File: src/verilog/fpu_add_compare_consts.vh
// Purpose: constants of the floating-point add and compare unit
// Assumes: included by fpu_add_compare_unit.v and by the testbench files, guarded against repeats
// Notes:   byte offsets on a 32-bit apb, fields of the status/control word
`ifndef FPU_ADD_COMPARE_CONSTS_VH
`define FPU_ADD_COMPARE_CONSTS_VH

// register byte offsets
`define OFF_STATUS_CTRL 8'h00
`define OFF_DEST_HI 8'h04
`define OFF_DEST_LO 8'h08
`define OFF_SRC_HI 8'h0c
`define OFF_SRC_LO 8'h10
`define OFF_COMMAND 8'h14
`define OFF_UNIT_STATE 8'h18
`define OFF_PROG_COUNTER 8'h1c
`define OFF_IRQ_STATUS 8'h20
`define OFF_IRQ_ENABLE 8'h24
`define OFF_IRQ_CLEAR 8'h28

// status/control word fields
`define RM_LO 0
`define RM_HI 1
`define FLAG_LO 2
`define FLAG_HI 6
`define ENABLE_LO 7
`define ENABLE_HI 11
`define CAUSE_LO 12
`define CAUSE_HI 17
`define DN_BIT 18
`define PR_BIT 19

// exception bit positions inside flag, enable and cause fields; E exists in the cause field only
`define EXC_I 0
`define EXC_U 1
`define EXC_O 2
`define EXC_Z 3
`define EXC_V 4
`define EXC_E 5

// instruction encodings: top nibble and low nibble
`define OPC_PREFIX 4'hf
`define OPC_ADD 4'h0
`define OPC_CMP_EQ 4'h4
`define OPC_CMP_GT 4'h5

// execution states per instruction
`define STATES_ADD_SINGLE 3'd1
`define STATES_ADD_DOUBLE 3'd6
`define STATES_CMP_EQ 3'd1
`define STATES_CMP_GT 3'd2
`define PC_STEP 32'h0000_0002

// operand classes
`define CLS_NORM 3'd0
`define CLS_ZERO 3'd1
`define CLS_INF 3'd2
`define CLS_DENORM 3'd3
`define CLS_QNAN 3'd4
`define CLS_SNAN 3'd5

// default quiet nans and number format constants
`define QNAN_SINGLE 32'h7fbf_ffff
`define QNAN_DOUBLE 64'h7ff7_ffff_ffff_ffff
`define REBIAS 12'd896
`define EMAX_DOUBLE 13'd2047
`define EMAX_SINGLE 13'd255
`define RESET_STATUS 20'h0_0000

`endif

File: src/verilog/fpu_add_compare_unit.v
// Purpose: add and equal/greater compare in single or double precision
// Assumes: apb master on ref_clk; single operands in the low words
// Notes:   one command in flight; add results land in the dest registers, compare results in condBit
//
// The address map and the APB register port were decided locally.
`timescale 1ns/10ps
`include "fpu_add_compare_consts.vh"

// What this block does
// RULE1: single add writes destination in one state
// RULE2: double add writes destination pair, six states
// RULE3: any O/U/I enable traps every add
// RULE4: exceptions update cause, and flags except E; destination kept when trapped
// RULE5: each instruction clears cause, program counter plus two
// RULE6: signalling nan invalid, else quiet nan result
// RULE7: denormal gives error unless treated as zero
// RULE8: opposite infinities invalid, otherwise infinity wins
// RULE9: zero plus normal gives normal; zeros combine
// RULE10: add raises only E, V, O, U, I
// RULE11: equal compare sets condition, one state
// RULE12: greater compare sets condition, two states
// RULE13: signalling nan compare: invalid, clear or trap
// RULE14: greater with quiet nan takes invalid path
// RULE15: equal with quiet nan: not equal, no invalid
// RULE16: positive and negative zero compare equal
// RULE17: infinities order against finite, equal to themselves
// RULE18: finite compare uses selected precision operands
// RULE19: normal sum rounded, O/U/I flags from result
module fpu_add_compare_unit (
    // clock and reset
    input  wire        ref_clk,
    input  wire        sys_rst,
    // apb slave
    input  wire        psel,
    input  wire        penable,
    input  wire        pwrite,
    input  wire [7:0]  paddr,
    input  wire [31:0] pwdata,
    output reg  [31:0] prdata,
    output wire        pready,
    output reg         pslverr,
    // unit status
    output wire        irq,
    output reg         busy,
    output reg         condBit
);

    // classify one operand, denormal folds to zero when dn is set
    function [2:0] classify(input [63:0] v, input prec, input dn);
        reg eAll1, eZero, fZero, fTop;
        begin
            eAll1 = prec ? (v[62:52] == 11'h7ff) : (v[30:23] == 8'hff);
            eZero = prec ? (v[62:52] == 11'h000) : (v[30:23] == 8'h00);
            fZero = prec ? (v[51:0] == 52'h0) : (v[22:0] == 23'h0);
            fTop  = prec ? v[51] : v[22];
            if (eAll1)
                classify = fZero ? `CLS_INF : (fTop ? `CLS_SNAN : `CLS_QNAN);
            else if (eZero)
                classify = (fZero | dn) ? `CLS_ZERO : `CLS_DENORM;
            else
                classify = `CLS_NORM;
        end
    endfunction

    // count leading zeros of the unrounded sum
    function [5:0] lzc56(input [55:0] v);
        integer i;
        integer n;
        reg     found;
        begin
            n = 56;
            found = 1'b0;
            for (i = 55; i >= 0; i = i - 1) begin
                if (!found && v[i]) begin
                    n = 55 - i;
                    found = 1'b1;
                end
            end
            lzc56 = n[5:0];
        end
    endfunction

    // apb handshake and register state
    wire        setup   = psel & ~penable; // address phase
    wire        wrEdge  = psel & penable & pwrite;
    reg  [1:0]  rmReg; // 0 nearest, 1 toward zero
    reg  [4:0]  flagReg; // sticky exception flags
    reg  [4:0]  enableReg; // trap enables
    reg  [5:0]  causeReg; // cause of last instruction
    reg         dnReg; // denormal_as_zero_bit
    reg         prReg; // precision_mode_bit
    reg  [63:0] destReg; // double_dest_pair / single
    reg  [63:0] srcReg; // double_src_pair / single
    reg  [31:0] pcReg; // program counter image
    reg  [1:0]  irqStatReg; // bit0 done, bit1 trap
    reg  [1:0]  irqEnReg; // interrupt enables
    reg         trapReg; // last instruction trapped
    // latched instruction
    reg  [1:0]  opReg; // 0 add, 1 eq, 2 gt
    reg         opPrecReg;
    reg         opDnReg;
    reg         opRmReg;
    reg  [2:0]  cntReg; // execution states left

    assign pready = 1'b1; // zero wait states
    assign irq    = |(irqStatReg & irqEnReg);

    // command decode: only the three supported encodings start work
    wire [3:0] lowNib  = pwdata[3:0];
    wire       cmdOk   = (pwdata[15:12] == `OPC_PREFIX) &&
                         (lowNib == `OPC_ADD || lowNib == `OPC_CMP_EQ ||
                          lowNib == `OPC_CMP_GT);
    wire       startCmd = wrEdge && paddr == `OFF_COMMAND && cmdOk && !busy;
    wire       commit   = busy && cntReg == 3'd1;

    // operand classes from the latched instruction mode
    wire [2:0] clsM = classify(srcReg, opPrecReg, opDnReg);
    wire [2:0] clsN = classify(destReg, opPrecReg, opDnReg);
    wire sM = opPrecReg ? srcReg[63]  : srcReg[31];
    wire sN = opPrecReg ? destReg[63] : destReg[31];
    wire anySnan = clsM == `CLS_SNAN || clsN == `CLS_SNAN;
    wire anyQnan = clsM == `CLS_QNAN || clsN == `CLS_QNAN;
    wire [63:0] qnanVal = opPrecReg ? `QNAN_DOUBLE : {32'h0, `QNAN_SINGLE};

    // normal-operand adder: unpack into double-biased internal form
    reg [11:0] eaNext, ebNext, xe, ye, dExp;
    reg [52:0] maNext, mbNext, xm, ym;
    reg        xs, ys, big;
    reg [55:0] ext, shifted, lostMask, aligned, nm;
    reg [56:0] sum;
    reg [5:0]  lz;
    reg [12:0] ne, be, emax;
    reg        rb, st, lsb, up, inexact;
    reg [53:0] mt, inc, mr;
    reg [63:0] sumNext; // packed rounded sum
    reg [2:0]  sumExcNext; // {O,U,I}
    always @* begin
        eaNext = opPrecReg ? {1'b0, srcReg[62:52]}
                           : ({4'h0, srcReg[30:23]} + `REBIAS);
        ebNext = opPrecReg ? {1'b0, destReg[62:52]}
                           : ({4'h0, destReg[30:23]} + `REBIAS);
        maNext = opPrecReg ? {1'b1, srcReg[51:0]}
                           : {1'b1, srcReg[22:0], 29'h0};
        mbNext = opPrecReg ? {1'b1, destReg[51:0]}
                           : {1'b1, destReg[22:0], 29'h0};
        // larger magnitude goes first so the difference stays positive
        big = (eaNext > ebNext) || (eaNext == ebNext && maNext >= mbNext);
        xe = big ? eaNext : ebNext;
        ye = big ? ebNext : eaNext;
        xm = big ? maNext : mbNext;
        ym = big ? mbNext : maNext;
        xs = big ? sM : sN;
        ys = big ? sN : sM;
        dExp = xe - ye;
        ext = {ym, 3'b000};
        shifted = 56'h0;
        lostMask = 56'h0;
        // guard, round and sticky bits keep the shifted-out part
        if (dExp >= 12'd56) begin
            aligned = {55'h0, 1'b1};
        end else begin
            shifted  = ext >> dExp[5:0];
            lostMask = ~({56{1'b1}} << dExp[5:0]);
            aligned  = {shifted[55:1], shifted[0] | (|(ext & lostMask))};
        end
        if (xs ^ ys)
            sum = {1'b0, xm, 3'b000} - {1'b0, aligned};
        else
            sum = {1'b0, xm, 3'b000} + {1'b0, aligned};
        // normalise: carry shifts right, cancellation shifts left
        lz = lzc56(sum[55:0]);
        if (sum[56]) begin
            nm = {sum[56:2], sum[1] | sum[0]};
            ne = {1'b0, xe} + 13'd1;
        end else begin
            nm = sum[55:0] << lz;
            ne = {1'b0, xe} - {7'h0, lz};
        end
        // rounding point depends on precision
        rb  = opPrecReg ? nm[2] : nm[31];
        st  = opPrecReg ? (|nm[1:0]) : (|nm[30:0]);
        lsb = opPrecReg ? nm[3] : nm[32];
        inexact = rb | st;
        up  = ~opRmReg & rb & (st | lsb);
        mt  = opPrecReg ? {1'b0, nm[55:3]} : {1'b0, nm[55:32], 29'h0};
        inc = opPrecReg ? 54'h1 : 54'h2000_0000;
        mr  = mt + (up ? inc : 54'h0);
        if (mr[53]) begin
            mr = mr >> 1;
            ne = ne + 13'd1;
        end
        be   = opPrecReg ? ne : (ne - `REBIAS);
        emax = opPrecReg ? `EMAX_DOUBLE : `EMAX_SINGLE;
        sumExcNext = {1'b0, 1'b0, inexact};
        if (sum == 57'h0) begin
            sumNext = 64'h0; // exact cancel: +0
            sumExcNext = 3'b000;
        end else if (!be[12] && be >= emax) begin // RULE19
            sumExcNext = 3'b101;
            if (opRmReg)
                sumNext = opPrecReg ? {xs, 63'h7fef_ffff_ffff_ffff}
                                    : {32'h0, xs, 31'h7f7f_ffff};
            else
                sumNext = opPrecReg ? {xs, 63'h7ff0_0000_0000_0000}
                                    : {32'h0, xs, 31'h7f80_0000};
        end else if (be[12] || be == 13'd0) begin // RULE19
            // no denormal outputs: flush to a signed zero
            sumExcNext = 3'b011;
            sumNext = opPrecReg ? {xs, 63'h0} : {32'h0, xs, 31'h0};
        end else begin
            sumNext = opPrecReg ? {xs, be[10:0], mr[51:0]}
                                : {32'h0, xs, be[7:0], mr[51:29]};
        end
    end

    // add outcome: special cases first, then the rounded sum
    reg [63:0] addResNext;
    reg [5:0]  addCauseNext;
    reg        addWriteNext;
    always @* begin
        addResNext   = destReg;
        addCauseNext = 6'h00;
        addWriteNext = 1'b1;
        if (anySnan) begin // RULE6
            addCauseNext[`EXC_V] = 1'b1;
            addResNext = qnanVal;
        end else if (anyQnan) begin // RULE6
            addResNext = qnanVal;
        end else if (clsM == `CLS_DENORM || clsN == `CLS_DENORM) begin
            addCauseNext[`EXC_E] = 1'b1; // RULE7
            addWriteNext = 1'b0;
        end else if (clsM == `CLS_INF && clsN == `CLS_INF && sM != sN) begin
            addCauseNext[`EXC_V] = 1'b1; // RULE8
            addResNext = qnanVal;
        end else if (clsM == `CLS_INF) begin // RULE8
            addResNext = srcReg;
        end else if (clsN == `CLS_INF) begin // RULE8
            addResNext = destReg;
        end else if (clsM == `CLS_ZERO && clsN == `CLS_ZERO) begin
            // mixed signs give +0, equal signs keep it
            addResNext = opPrecReg ? {sM & sN, 63'h0} // RULE9
                                   : {32'h0, sM & sN, 31'h0};
        end else if (clsN == `CLS_ZERO) begin // RULE9
            addResNext = srcReg;
        end else if (clsM == `CLS_ZERO) begin // RULE9
            addResNext = destReg;
        end else begin
            addResNext = sumNext; // RULE19
            addCauseNext[`EXC_O] = sumExcNext[2];
            addCauseNext[`EXC_U] = sumExcNext[1];
            addCauseNext[`EXC_I] = sumExcNext[0];
        end
    end

    // compare outcome on sign-magnitude values
    reg [62:0] magM, magN;
    reg        cmpEq, cmpGt;
    always @* begin
        magM = opPrecReg ? srcReg[62:0]  : {32'h0, srcReg[30:0]};
        magN = opPrecReg ? destReg[62:0] : {32'h0, destReg[30:0]};
        if (clsM == `CLS_ZERO)
            magM = 63'h0;
        if (clsN == `CLS_ZERO)
            magN = 63'h0;
        // both zeros equal whatever the signs
        cmpEq = (magM == magN) && (sM == sN || magM == 63'h0); // RULE16 RULE18
        if (cmpEq)
            cmpGt = 1'b0;
        else if (sN != sM)
            cmpGt = ~sN; // RULE17
        else
            cmpGt = sN ? (magN < magM) : (magN > magM); // RULE18
    end

    // trap decision and write enables at the end of execution
    wire enV      = enableReg[`EXC_V];
    wire cmpInval = anySnan || (opReg == 2'd2 && anyQnan); // RULE13 RULE14
    // O/U/I enables force a trap on every add
    wire addTrap  = addCauseNext[`EXC_E] || (addCauseNext[`EXC_V] && enV) ||
                    (|enableReg[`EXC_O:`EXC_I]); // RULE3
    wire cmpTrap  = cmpInval && enV;
    wire trapNow  = (opReg == 2'd0) ? addTrap : cmpTrap;
    // only E, V, O, U and I can be raised by an add
    wire [5:0] causeNow = (opReg == 2'd0) ? (addCauseNext & 6'h37) // RULE10
                        : {1'b0, cmpInval, 4'h0};

    // apb read data and error, captured in the setup phase
    always @(posedge ref_clk or posedge sys_rst) begin
        if (sys_rst) begin
            prdata  <= 32'h0;
            pslverr <= 1'b0;
        end else if (setup) begin
            pslverr <= 1'b0;
            case (paddr)
                `OFF_STATUS_CTRL:
                    prdata <= {12'h0, prReg, dnReg, causeReg, enableReg,
                               flagReg, rmReg};
                `OFF_DEST_HI:      prdata <= destReg[63:32];
                `OFF_DEST_LO:      prdata <= destReg[31:0];
                `OFF_SRC_HI:       prdata <= srcReg[63:32];
                `OFF_SRC_LO:       prdata <= srcReg[31:0];
                `OFF_COMMAND:      prdata <= 32'h0;
                `OFF_UNIT_STATE:   prdata <= {29'h0, trapReg, condBit, busy};
                `OFF_PROG_COUNTER: prdata <= pcReg;
                `OFF_IRQ_STATUS:   prdata <= {30'h0, irqStatReg};
                `OFF_IRQ_ENABLE:   prdata <= {30'h0, irqEnReg};
                `OFF_IRQ_CLEAR:    prdata <= 32'h0;
                default: begin
                    prdata  <= 32'h0;
                    pslverr <= 1'b1;          // unmapped address
                end
            endcase
        end
    end

    // register writes, instruction start and commit
    always @(posedge ref_clk or posedge sys_rst) begin
        if (sys_rst) begin
            {prReg, dnReg, causeReg, enableReg, flagReg, rmReg}
                       <= `RESET_STATUS;
            destReg    <= 64'h0;
            srcReg     <= 64'h0;
            pcReg      <= 32'h0;
            irqStatReg <= 2'b00;
            irqEnReg   <= 2'b00;
            trapReg    <= 1'b0;
            opReg      <= 2'd0;
            opPrecReg  <= 1'b0;
            opDnReg    <= 1'b0;
            opRmReg    <= 1'b0;
            cntReg     <= 3'd0;
            busy       <= 1'b0;
            condBit    <= 1'b0;
        end else begin
            // software writes; operands are frozen while busy
            if (wrEdge) begin
                case (paddr)
                    `OFF_STATUS_CTRL: begin
                        {prReg, dnReg, causeReg, enableReg, flagReg, rmReg}
                            <= pwdata[19:0];
                    end
                    `OFF_DEST_HI:
                        if (!busy) destReg[63:32] <= pwdata;
                    `OFF_DEST_LO:
                        if (!busy) destReg[31:0] <= pwdata;
                    `OFF_SRC_HI:
                        if (!busy) srcReg[63:32] <= pwdata;
                    `OFF_SRC_LO:
                        if (!busy) srcReg[31:0] <= pwdata;
                    `OFF_PROG_COUNTER:
                        if (!busy) pcReg <= pwdata;
                    `OFF_IRQ_ENABLE:   irqEnReg <= pwdata[1:0];
                    `OFF_IRQ_CLEAR:    irqStatReg <= irqStatReg & ~pwdata[1:0];
                    default: ;
                endcase
            end
            if (startCmd) begin
                causeReg  <= 6'h00; // RULE5
                pcReg     <= pcReg + `PC_STEP; // RULE5
                opPrecReg <= prReg;
                opDnReg   <= dnReg;
                opRmReg   <= rmReg[0];
                busy      <= 1'b1;
                case (lowNib)
                    `OPC_ADD: begin
                        opReg  <= 2'd0;
                        cntReg <= prReg ? `STATES_ADD_DOUBLE // RULE2
                                        : `STATES_ADD_SINGLE; // RULE1
                    end
                    `OPC_CMP_EQ: begin
                        opReg  <= 2'd1;
                        cntReg <= `STATES_CMP_EQ; // RULE11
                    end
                    default: begin
                        opReg  <= 2'd2;
                        cntReg <= `STATES_CMP_GT; // RULE12
                    end
                endcase
            end else if (commit) begin
                busy     <= 1'b0;
                cntReg   <= 3'd0;
                trapReg  <= trapNow;
                // cause and sticky flags recorded, set beats a write  RULE4
                causeReg <= causeNow;
                flagReg  <= (wrEdge && paddr == `OFF_STATUS_CTRL ?
                             pwdata[`FLAG_HI:`FLAG_LO] : flagReg) |
                            causeNow[4:0];
                if (opReg == 2'd0) begin
                    if (addWriteNext && !trapNow) // RULE4
                        destReg <= addResNext; // RULE1 RULE2
                end else if (!trapNow) begin
                    if (cmpInval)
                        condBit <= 1'b0; // RULE13
                    else if (opReg == 2'd1)
                        condBit <= cmpEq && !anyQnan; // RULE15
                    else
                        condBit <= cmpGt; // RULE12
                end
                // events: done and trap; a set beats a clear
                irqStatReg <= (wrEdge && paddr == `OFF_IRQ_CLEAR ?
                               irqStatReg & ~pwdata[1:0] : irqStatReg) |
                              {trapNow, 1'b1};
            end else if (busy) begin
                cntReg <= cntReg - 3'd1;
            end
        end
    end

endmodule // fpu_add_compare_unit

File: config.mk
export PLATFORM = sky130hd
export DESIGN_NAME = fpu_add_compare_unit
export DESIGN_NICKNAME = d
export VERILOG_FILES = /design/src/verilog/fpu_add_compare_unit.v
export VERILOG_INCLUDE_DIRS = /design/src /design/src/verilog
export SDC_FILE = /design/constraint.sdc
export NUM_CORES = 2
export LEC_CHECK = 0
export ABC_AREA = 1
export BUFFER_PORTS_ARGS = -buffer_cell sky130_fd_sc_hd__buf_2
export CORE_MARGIN = 2
export CORE_UTILIZATION = 60
export DETAILED_ROUTE_END_ITERATION = 7
export PLACE_DENSITY = 0.8
export SLEW_MARGIN = 10
export SYNTH_ARGS = -nofsm -noshare
export SYNTH_HDL_FRONTEND = slang
export SYNTH_SLANG_ARGS = --single-unit
export TNS_END_PERCENT = 50
File: constraint.sdc
create_clock -name ref_clk -period 15.7 [get_ports ref_clk]
set_clock_uncertainty 0.1 [all_clocks]
set_input_delay 1.57 -clock ref_clk [delete_from_list [all_inputs] [get_ports ref_clk]]
set_output_delay 1.57 -clock ref_clk [all_outputs]
set_load 0.1 [all_outputs]
==> results of run 1 <==
-- kinds of logic after synthesis --
| family | Yosys count | synth area share (%) |
|---|---|---|
| flip-flops | 228 | 13.3 |
| buffers and inverters | 1456 | 13.3 |
| adder cells (fa/ha/maj) | 256 | 7.48 |
| AO/OA/AOI/OAI | 1530 | 20.3 |
| AND/OR/NAND/NOR | 4352 | 43.2 |
| multiplexers | 2 | 0.0494 |
| other | 1 | 0.00871 |
| XOR/XNOR | 119 | 2.42 |
-- routing by layer --
layer | global-route usage, % | GRT overflow
met1 | 83.7 | 129
met2 | 101 | 1552
met3 | 79.3 | 131
met4 | 90.8 | 669
met5 | 60.7 | 17
-- cell usage after synthesis (26+ instances only) --
cell type	number	area (µm²)
sky130_fd_sc_hd__clkbuf_1	244	916
sky130_fd_sc_hd__o21ai_0	608	3040
sky130_fd_sc_hd__nor4_1	85	532
sky130_fd_sc_hd__o21ai_1	129	646
sky130_fd_sc_hd__o22ai_1	80	500
sky130_fd_sc_hd__a21oi_1	373	1870
sky130_fd_sc_hd__dfrtp_1	228	5710
sky130_fd_sc_hd__nand3_1	867	4340
sky130_fd_sc_hd__a211oi_1	26	195
sky130_fd_sc_hd__nand2_1	2356	8840
sky130_fd_sc_hd__a31oi_1	55	344
sky130_fd_sc_hd__nor2_1	670	2510
sky130_fd_sc_hd__inv_1	1034	3880
sky130_fd_sc_hd__o21a_1	27	203
sky130_fd_sc_hd__o211ai_1	51	383
sky130_fd_sc_hd__buf_1	47	176
sky130_fd_sc_hd__buf_2	66	330
sky130_fd_sc_hd__xor2_1	98	858
sky130_fd_sc_hd__nand4_1	139	870
sky130_fd_sc_hd__nor3_1	110	551
sky130_fd_sc_hd__ha_1	254	3180
-- stage by stage --
stage	TNS [ns]	setup slack [ns]	utilization (%)	area (µm²)
2_1_floorplan	-0.0152	-0.00515	-	43200
3_3_place_gp	-117.06	-1.89	81.1	57800
3_5_place_dp	-174.84	-2.79	81.1	57800
4_1_cts	-117.88	-1.78	83.7	59600
-- timing repair --
item / 4_1_cts
hold buffers: 0
pin swaps: 58
cloned: 5
buffers inserted: 51
gates resized for setup: 187
endpoints found under the setup margin: 69
==> impl_metrics.xml, run 1 <==
<?xml version="1.0" encoding="UTF-8"?>
<metrics>
  <group name="clock_tree">
    <metric name="clock_path_buffers" unit="">3</metric>
    <metric name="clock-root-buffer" unit="">sky130_fd_sc_hd__clkbuf_16</metric>
    <metric name="clock_tree.htree_level_count" unit="">1</metric>
    <metric name="cts.sink_count" unit="">228</metric>
    <metric name="cts_inserted_buffers" unit="">21</metric>
  </group>
  <group name="global_routing">
    <metric name="grt_pass1_wl" unit="µm">509000</metric>
    <metric name="grt_overflow" unit="">2498</metric>
    <metric name="total_global_route_track_usage" unit="%">87.8</metric>
    <metric name="number_of_global_route_vias_before_repair" unit="">81300</metric>
    <metric name="grt_max_degree" unit="">91</metric>
  </group>
  <group name="synth">
    <metric name="synth_edf_count" unit="">0</metric>
    <metric name="syn_inst" unit="">7944</metric>
    <metric name="post_synth_instance_area" unit="µm²">43000</metric>
    <metric name="synth-async-reset-ratio" unit="%">100</metric>
    <metric name="predominant_post_synthesis_flop_cell" unit="">sky130_fd_sc_hd__dfrtp_1</metric>
    <metric name="synth.lib_cells_used.distinct" unit="">81</metric>
    <metric name="yosys_register_bits" unit="">228</metric>
    <metric name="yosysSeqAreaShare" unit="%">13.3</metric>
    <metric name="synthesis.nets" unit="">8245</metric>
    <metric name="syn_avg_cell_area" unit="µm²">5.42</metric>
    <metric name="yosysWarningCount" unit="">0</metric>
  </group>
  <group name="placed_design">
    <metric name="portBuffers" unit="">80</metric>
    <metric name="placedCellCount" unit="">10500</metric>
    <metric name="place.gp.congestion" unit="">1.36</metric>
    <metric name="hpwl" unit="µm">187000</metric>
  </group>
  <group name="run_status">
    <metric name="error_message" unit="">[ERROR GRT-0116] Global routing finished with congestion. Check the congestion regions in the DRC Viewer.</metric>
    <metric name="status" unit="">stopped before the end</metric>
    <metric name="lastStage" unit="">5_1_grt</metric>
  </group>
  <group name="die">
    <metric name="io_pins" unit="">82</metric>
    <metric name="chipWidth" unit="µm">272</metric>
    <metric name="floorplan.initialDensity" unit="%">60.4</metric>
    <metric name="chipHeight" unit="µm">272</metric>
    <metric name="num_rows" unit="">98</metric>
  </group>
</metrics>
==> run 2: changes to the inputs <==
Settings changed: CORE_UTILIZATION 60 to 40, PLACE_DENSITY 0.8 to unset, PLACE_DENSITY_LB_ADDON set to 0.15.
Clock period 15.7 ns to 20.4 ns, I/O delays scaled along.
==> run 2 against run 1 <==
  * The run now ends clean
  * Synthesized cell count unchanged
  * Synthesized area unchanged
==> impl_metrics.xml, run 2 <==
<?xml version="1.0" encoding="UTF-8"?>
<metrics>
  <group name="power_and_ir_drop">
    <metric name="static-leakage-power" unit="nW">24.0</metric>
    <metric name="power-per-cell-area" unit="nW/µm²">45.9</metric>
    <metric name="power.ir.vdd_worst" unit="V">0.0000833</metric>
    <metric name="power" unit="mW">2.18</metric>
  </group>
  <group name="layout">
    <metric name="mostFrequentLayoutCell" unit="">sky130_fd_sc_hd__nand2_1</metric>
    <metric name="drive_gt1_share" unit="%">7.75</metric>
    <metric name="num-fill-cells" unit="">12000</metric>
    <metric name="final_core_utilization" unit="%">44.3</metric>
    <metric name="syn_to_final_growth" unit="%">10.2</metric>
    <metric name="mostFrequentLayoutCells" unit="">sky130_fd_sc_hd__nand2_1 (2340), sky130_fd_sc_hd__inv_1 (1032), sky130_fd_sc_hd__nand3_1 (865), sky130_fd_sc_hd__nor2_1 (651), sky130_fd_sc_hd__o21ai_0 (556)</metric>
    <metric name="design.final.nets" unit="">8260</metric>
    <metric name="area_of_combinational_cells_with_multiple_inputs" unit="µm²">32000</metric>
    <metric name="register_area" unit="µm²">5710</metric>
    <metric name="registers_with_the_most_flip_flops" unit="">destReg: 64 flops, srcReg: 64 flops</metric>
  </group>
  <group name="routing">
    <metric name="drt_first_iter_violations" unit="">8012</metric>
    <metric name="via_per_inst" unit="">6.22</metric>
    <metric name="post_drt_wl_per_cell" unit="µm">28.3</metric>
    <metric name="num_vias" unit="">58400</metric>
    <metric name="detailed_routing_iterations_pass_1" unit="">7</metric>
    <metric name="drc" unit="">0</metric>
    <metric name="detail_route.wirelength" unit="µm">265000</metric>
    <metric name="antenna_violating_nets_post_route" unit="">0</metric>
  </group>
  <group name="placed_design">
    <metric name="place.gp.congestion" unit="">1.11</metric>
    <metric name="hpwl" unit="µm">212000</metric>
    <metric name="portBuffers" unit="">80</metric>
  </group>
  <group name="synth">
    <metric name="post_synth_instance_area" unit="µm²">43000</metric>
    <metric name="yosys_register_bits" unit="">228</metric>
    <metric name="synth_edf_count" unit="">0</metric>
    <metric name="netlist_top_cells_area" unit="">sky130_fd_sc_hd__nand2_1 (21%), sky130_fd_sc_hd__dfrtp_1 (13%), sky130_fd_sc_hd__nand3_1 (10%)</metric>
    <metric name="synth_most_common_cell" unit="">sky130_fd_sc_hd__nand2_1</metric>
    <metric name="yosysSeqAreaShare" unit="%">13.3</metric>
    <metric name="predominant_post_synthesis_flop_cell" unit="">sky130_fd_sc_hd__dfrtp_1</metric>
    <metric name="synth.largest_area_cell" unit="">sky130_fd_sc_hd__nand2_1</metric>
    <metric name="synth.lib_cells_used.distinct" unit="">81</metric>
    <metric name="leading_cell_types_by_count_after_synthesis" unit="">sky130_fd_sc_hd__nand2_1 (2356), sky130_fd_sc_hd__inv_1 (1034), sky130_fd_sc_hd__nand3_1 (867), sky130_fd_sc_hd__nor2_1 (670), sky130_fd_sc_hd__o21ai_0 (608)</metric>
    <metric name="synth-async-reset-ratio" unit="%">100</metric>
    <metric name="syn_inst" unit="">7944</metric>
    <metric name="yosysWarningCount" unit="">0</metric>
    <metric name="syn_avg_cell_area" unit="µm²">5.42</metric>
    <metric name="yosys.area.top_type_share" unit="%">20.6</metric>
    <metric name="synthesis.nets" unit="">8245</metric>
  </group>
  <group name="clock_tree">
    <metric name="clk_pin_slew" unit="ns">0.07</metric>
    <metric name="clock_tree.htree_level_count" unit="">1</metric>
    <metric name="clkLatencyLatePin" unit="ns">0.61</metric>
    <metric name="tritoncts_clock_tree" unit="">done</metric>
    <metric name="cts.sink_count" unit="">228</metric>
    <metric name="clock-root-buffer" unit="">sky130_fd_sc_hd__clkbuf_16</metric>
    <metric name="clock_path_buffers" unit="">3</metric>
    <metric name="cts_inserted_buffers" unit="">25</metric>
  </group>
  <group name="global_routing">
    <metric name="grt_max_degree" unit="">109</metric>
    <metric name="total_global_route_track_usage" unit="%">45.5</metric>
    <metric name="antenna_violations_before_repair" unit="">8</metric>
    <metric name="number_of_global_route_vias_before_repair" unit="">53800</metric>
    <metric name="grt_overflow" unit="">0</metric>
    <metric name="grt_pass1_wl" unit="µm">374000</metric>
  </group>
  <group name="sta">
    <metric name="max-slew-margin-rel" unit="%">4.19</metric>
    <metric name="min_clock_period_post_route" unit="ns">19.18</metric>
    <metric name="slew_viol_final" unit="">0</metric>
    <metric name="post-route-period-util" unit="%">94.0</metric>
    <metric name="fin_setup_tns" unit="ns">0</metric>
    <metric name="finalSetupViolCount" unit="">0</metric>
    <metric name="max_freq" unit="GHz">0.0521</metric>
    <metric name="final_hold_viol_count" unit="">0</metric>
    <metric name="pin_slew_with_the_least_headroom_to_its_limit" unit="ns">1.42</metric>
  </group>
  <group name="die">
    <metric name="die_area" unit="µm²">110000</metric>
    <metric name="floorplan.initialDensity" unit="%">40.3</metric>
    <metric name="num_rows" unit="">120</metric>
    <metric name="chipHeight" unit="µm">332</metric>
    <metric name="chipWidth" unit="µm">332</metric>
    <metric name="placeableCoreArea" unit="µm²">107000</metric>
    <metric name="io_pins" unit="">82</metric>
  </group>
  <group name="critical_path">
    <metric name="timing.critical_path.arrival" unit="ns">19.60</metric>
    <metric name="setup.worst_path.start_class" unit="">flip-flop</metric>
    <metric name="crit_path_max_fanout" unit="">45</metric>
    <metric name="cpPeakStageDelay" unit="ns">0.79</metric>
    <metric name="critical_path.slowest_cell" unit="">sky130_fd_sc_hd__o21ai_1</metric>
    <metric name="timing.critical_path.to_type" unit="">flip-flop</metric>
    <metric name="worst-setup-path-type" unit="">flip-flop to flip-flop</metric>
    <metric name="critical_path_rt" unit="ns">20.82</metric>
  </group>
  <group name="hold_path">
    <metric name="hold_class" unit="">flip-flop to flip-flop</metric>
  </group>
  <group name="flow_run">
    <metric name="timing.max_cap.violations" unit="">0</metric>
  </group>
  <group name="run_status">
    <metric name="status" unit="">finished clean</metric>
  </group>
</metrics>
-- run 2: repair_timing --
action                                  CTS  global route
gates resized for setup                   1           143
hold buffers                              0             0
setup buffers                             0            36
endpoints found under the hold margin     0             0
pin swaps                                 0            27
endpoints found under the setup margin    4            69
gates cloned                              0             8
-- run 2: path summary, 6_finish.rpt --
kind	from	endpoint	slack [ns]	depth (start not counted)
setup reg to reg	opPrecReg	destReg[8]	1.22	120
hold reg to reg	prdata[1]	prdata[1]	0.37	1
max in group asynchronous	sys_rst	destReg[38]	17.15	3
hold / removal	prdata[1]	prdata[1]	0.37	1
setup / recovery	opPrecReg	destReg[8]	1.22	120
min in group asynchronous	sys_rst	pcReg[6]	1.50	2
-- run 2: final cells by class --
type | instances | area share, %
clock inverters | 13 | 0.327
diodes | 7 | 0.0370
repair buffers | 381 | 6.38
multi-input cells | 6262 | 67.6
clock buffers | 32 | 1.48
well taps | 1403 | 3.70
flip-flops and latches | 228 | 12.0
inverters | 1061 | 8.46
-- run 2: cell families (layout without fill, tap and decap cells) --
| family | count (synthesis) | in the layout | synth area share (%) |
|---|---|---|---|
| AND/OR/NAND/NOR | 4352 | 4353 | 43.2 |
| AO/OA/AOI/OAI | 1530 | 1531 | 20.3 |
| buffers and inverters | 1456 | 1487 | 13.3 |
| adder cells (fa/ha/maj) | 256 | 256 | 7.48 |
| flip-flops | 228 | 228 | 13.3 |
| XOR/XNOR | 119 | 119 | 2.42 |
| multiplexers | 2 | 2 | 0.0494 |
| other | 1 | 8 | 0.00871 |
-- run 2: routing by layer --
| metal | global-route usage [%] | up-vias | routed length [µm] |
|---|---|---|---|
| met2 | 71.3 | 3857 | 114000 |
| met5 | 0 | - | 27 |
| met1 | 52.8 | 27100 | 96700 |
| met3 | 10.2 | 1101 | 26900 |
| li1 | - | 26300 | - |
| met4 | 38.0 | 4 | 27700 |
-- run 2: per-stage QoR --
| step | cell area, µm² | std cells | hold slack, ns | worst slack (ns) |
|---|---|---|---|---|
| finish | 47400 | 9387 | 0.373 | 1.22 |
| global route | 47400 | 9380 | 0.393 | -0.0546 |
| CTS | 46500 | 9336 | 0.375 | 0.231 |
| detailed placement | 45600 | 9291 | 0.360 | 0.00667 |
| global placement | 45600 | 9289 | 0.355 | 0.0518 |
| floorplan | 43000 | 7944 | 0.347 | 3.76 |
-- run 2: worst max-delay path, delay by kind of cell (launching register included) --
kind | cells | cell delay (ns)
simple gates | 75 | 9.92
fa+ha+maj | 5 | 1.49
buf+inv | 21 | 2.80
flops | 1 | 0.52
compound gates | 19 | 4.14
-- run 2: where the power goes --
group | internal (mW) | switching, mW | total [mW] | leakage (nW)
Combinational | 0.310 | 0.886 | 1.20 | 20.9
Clock | 0.273 | 0.233 | 0.506 | 0.423
Sequential | 0.460 | 0.0153 | 0.476 | 2.70
Power figures use the tool's default switching activity.
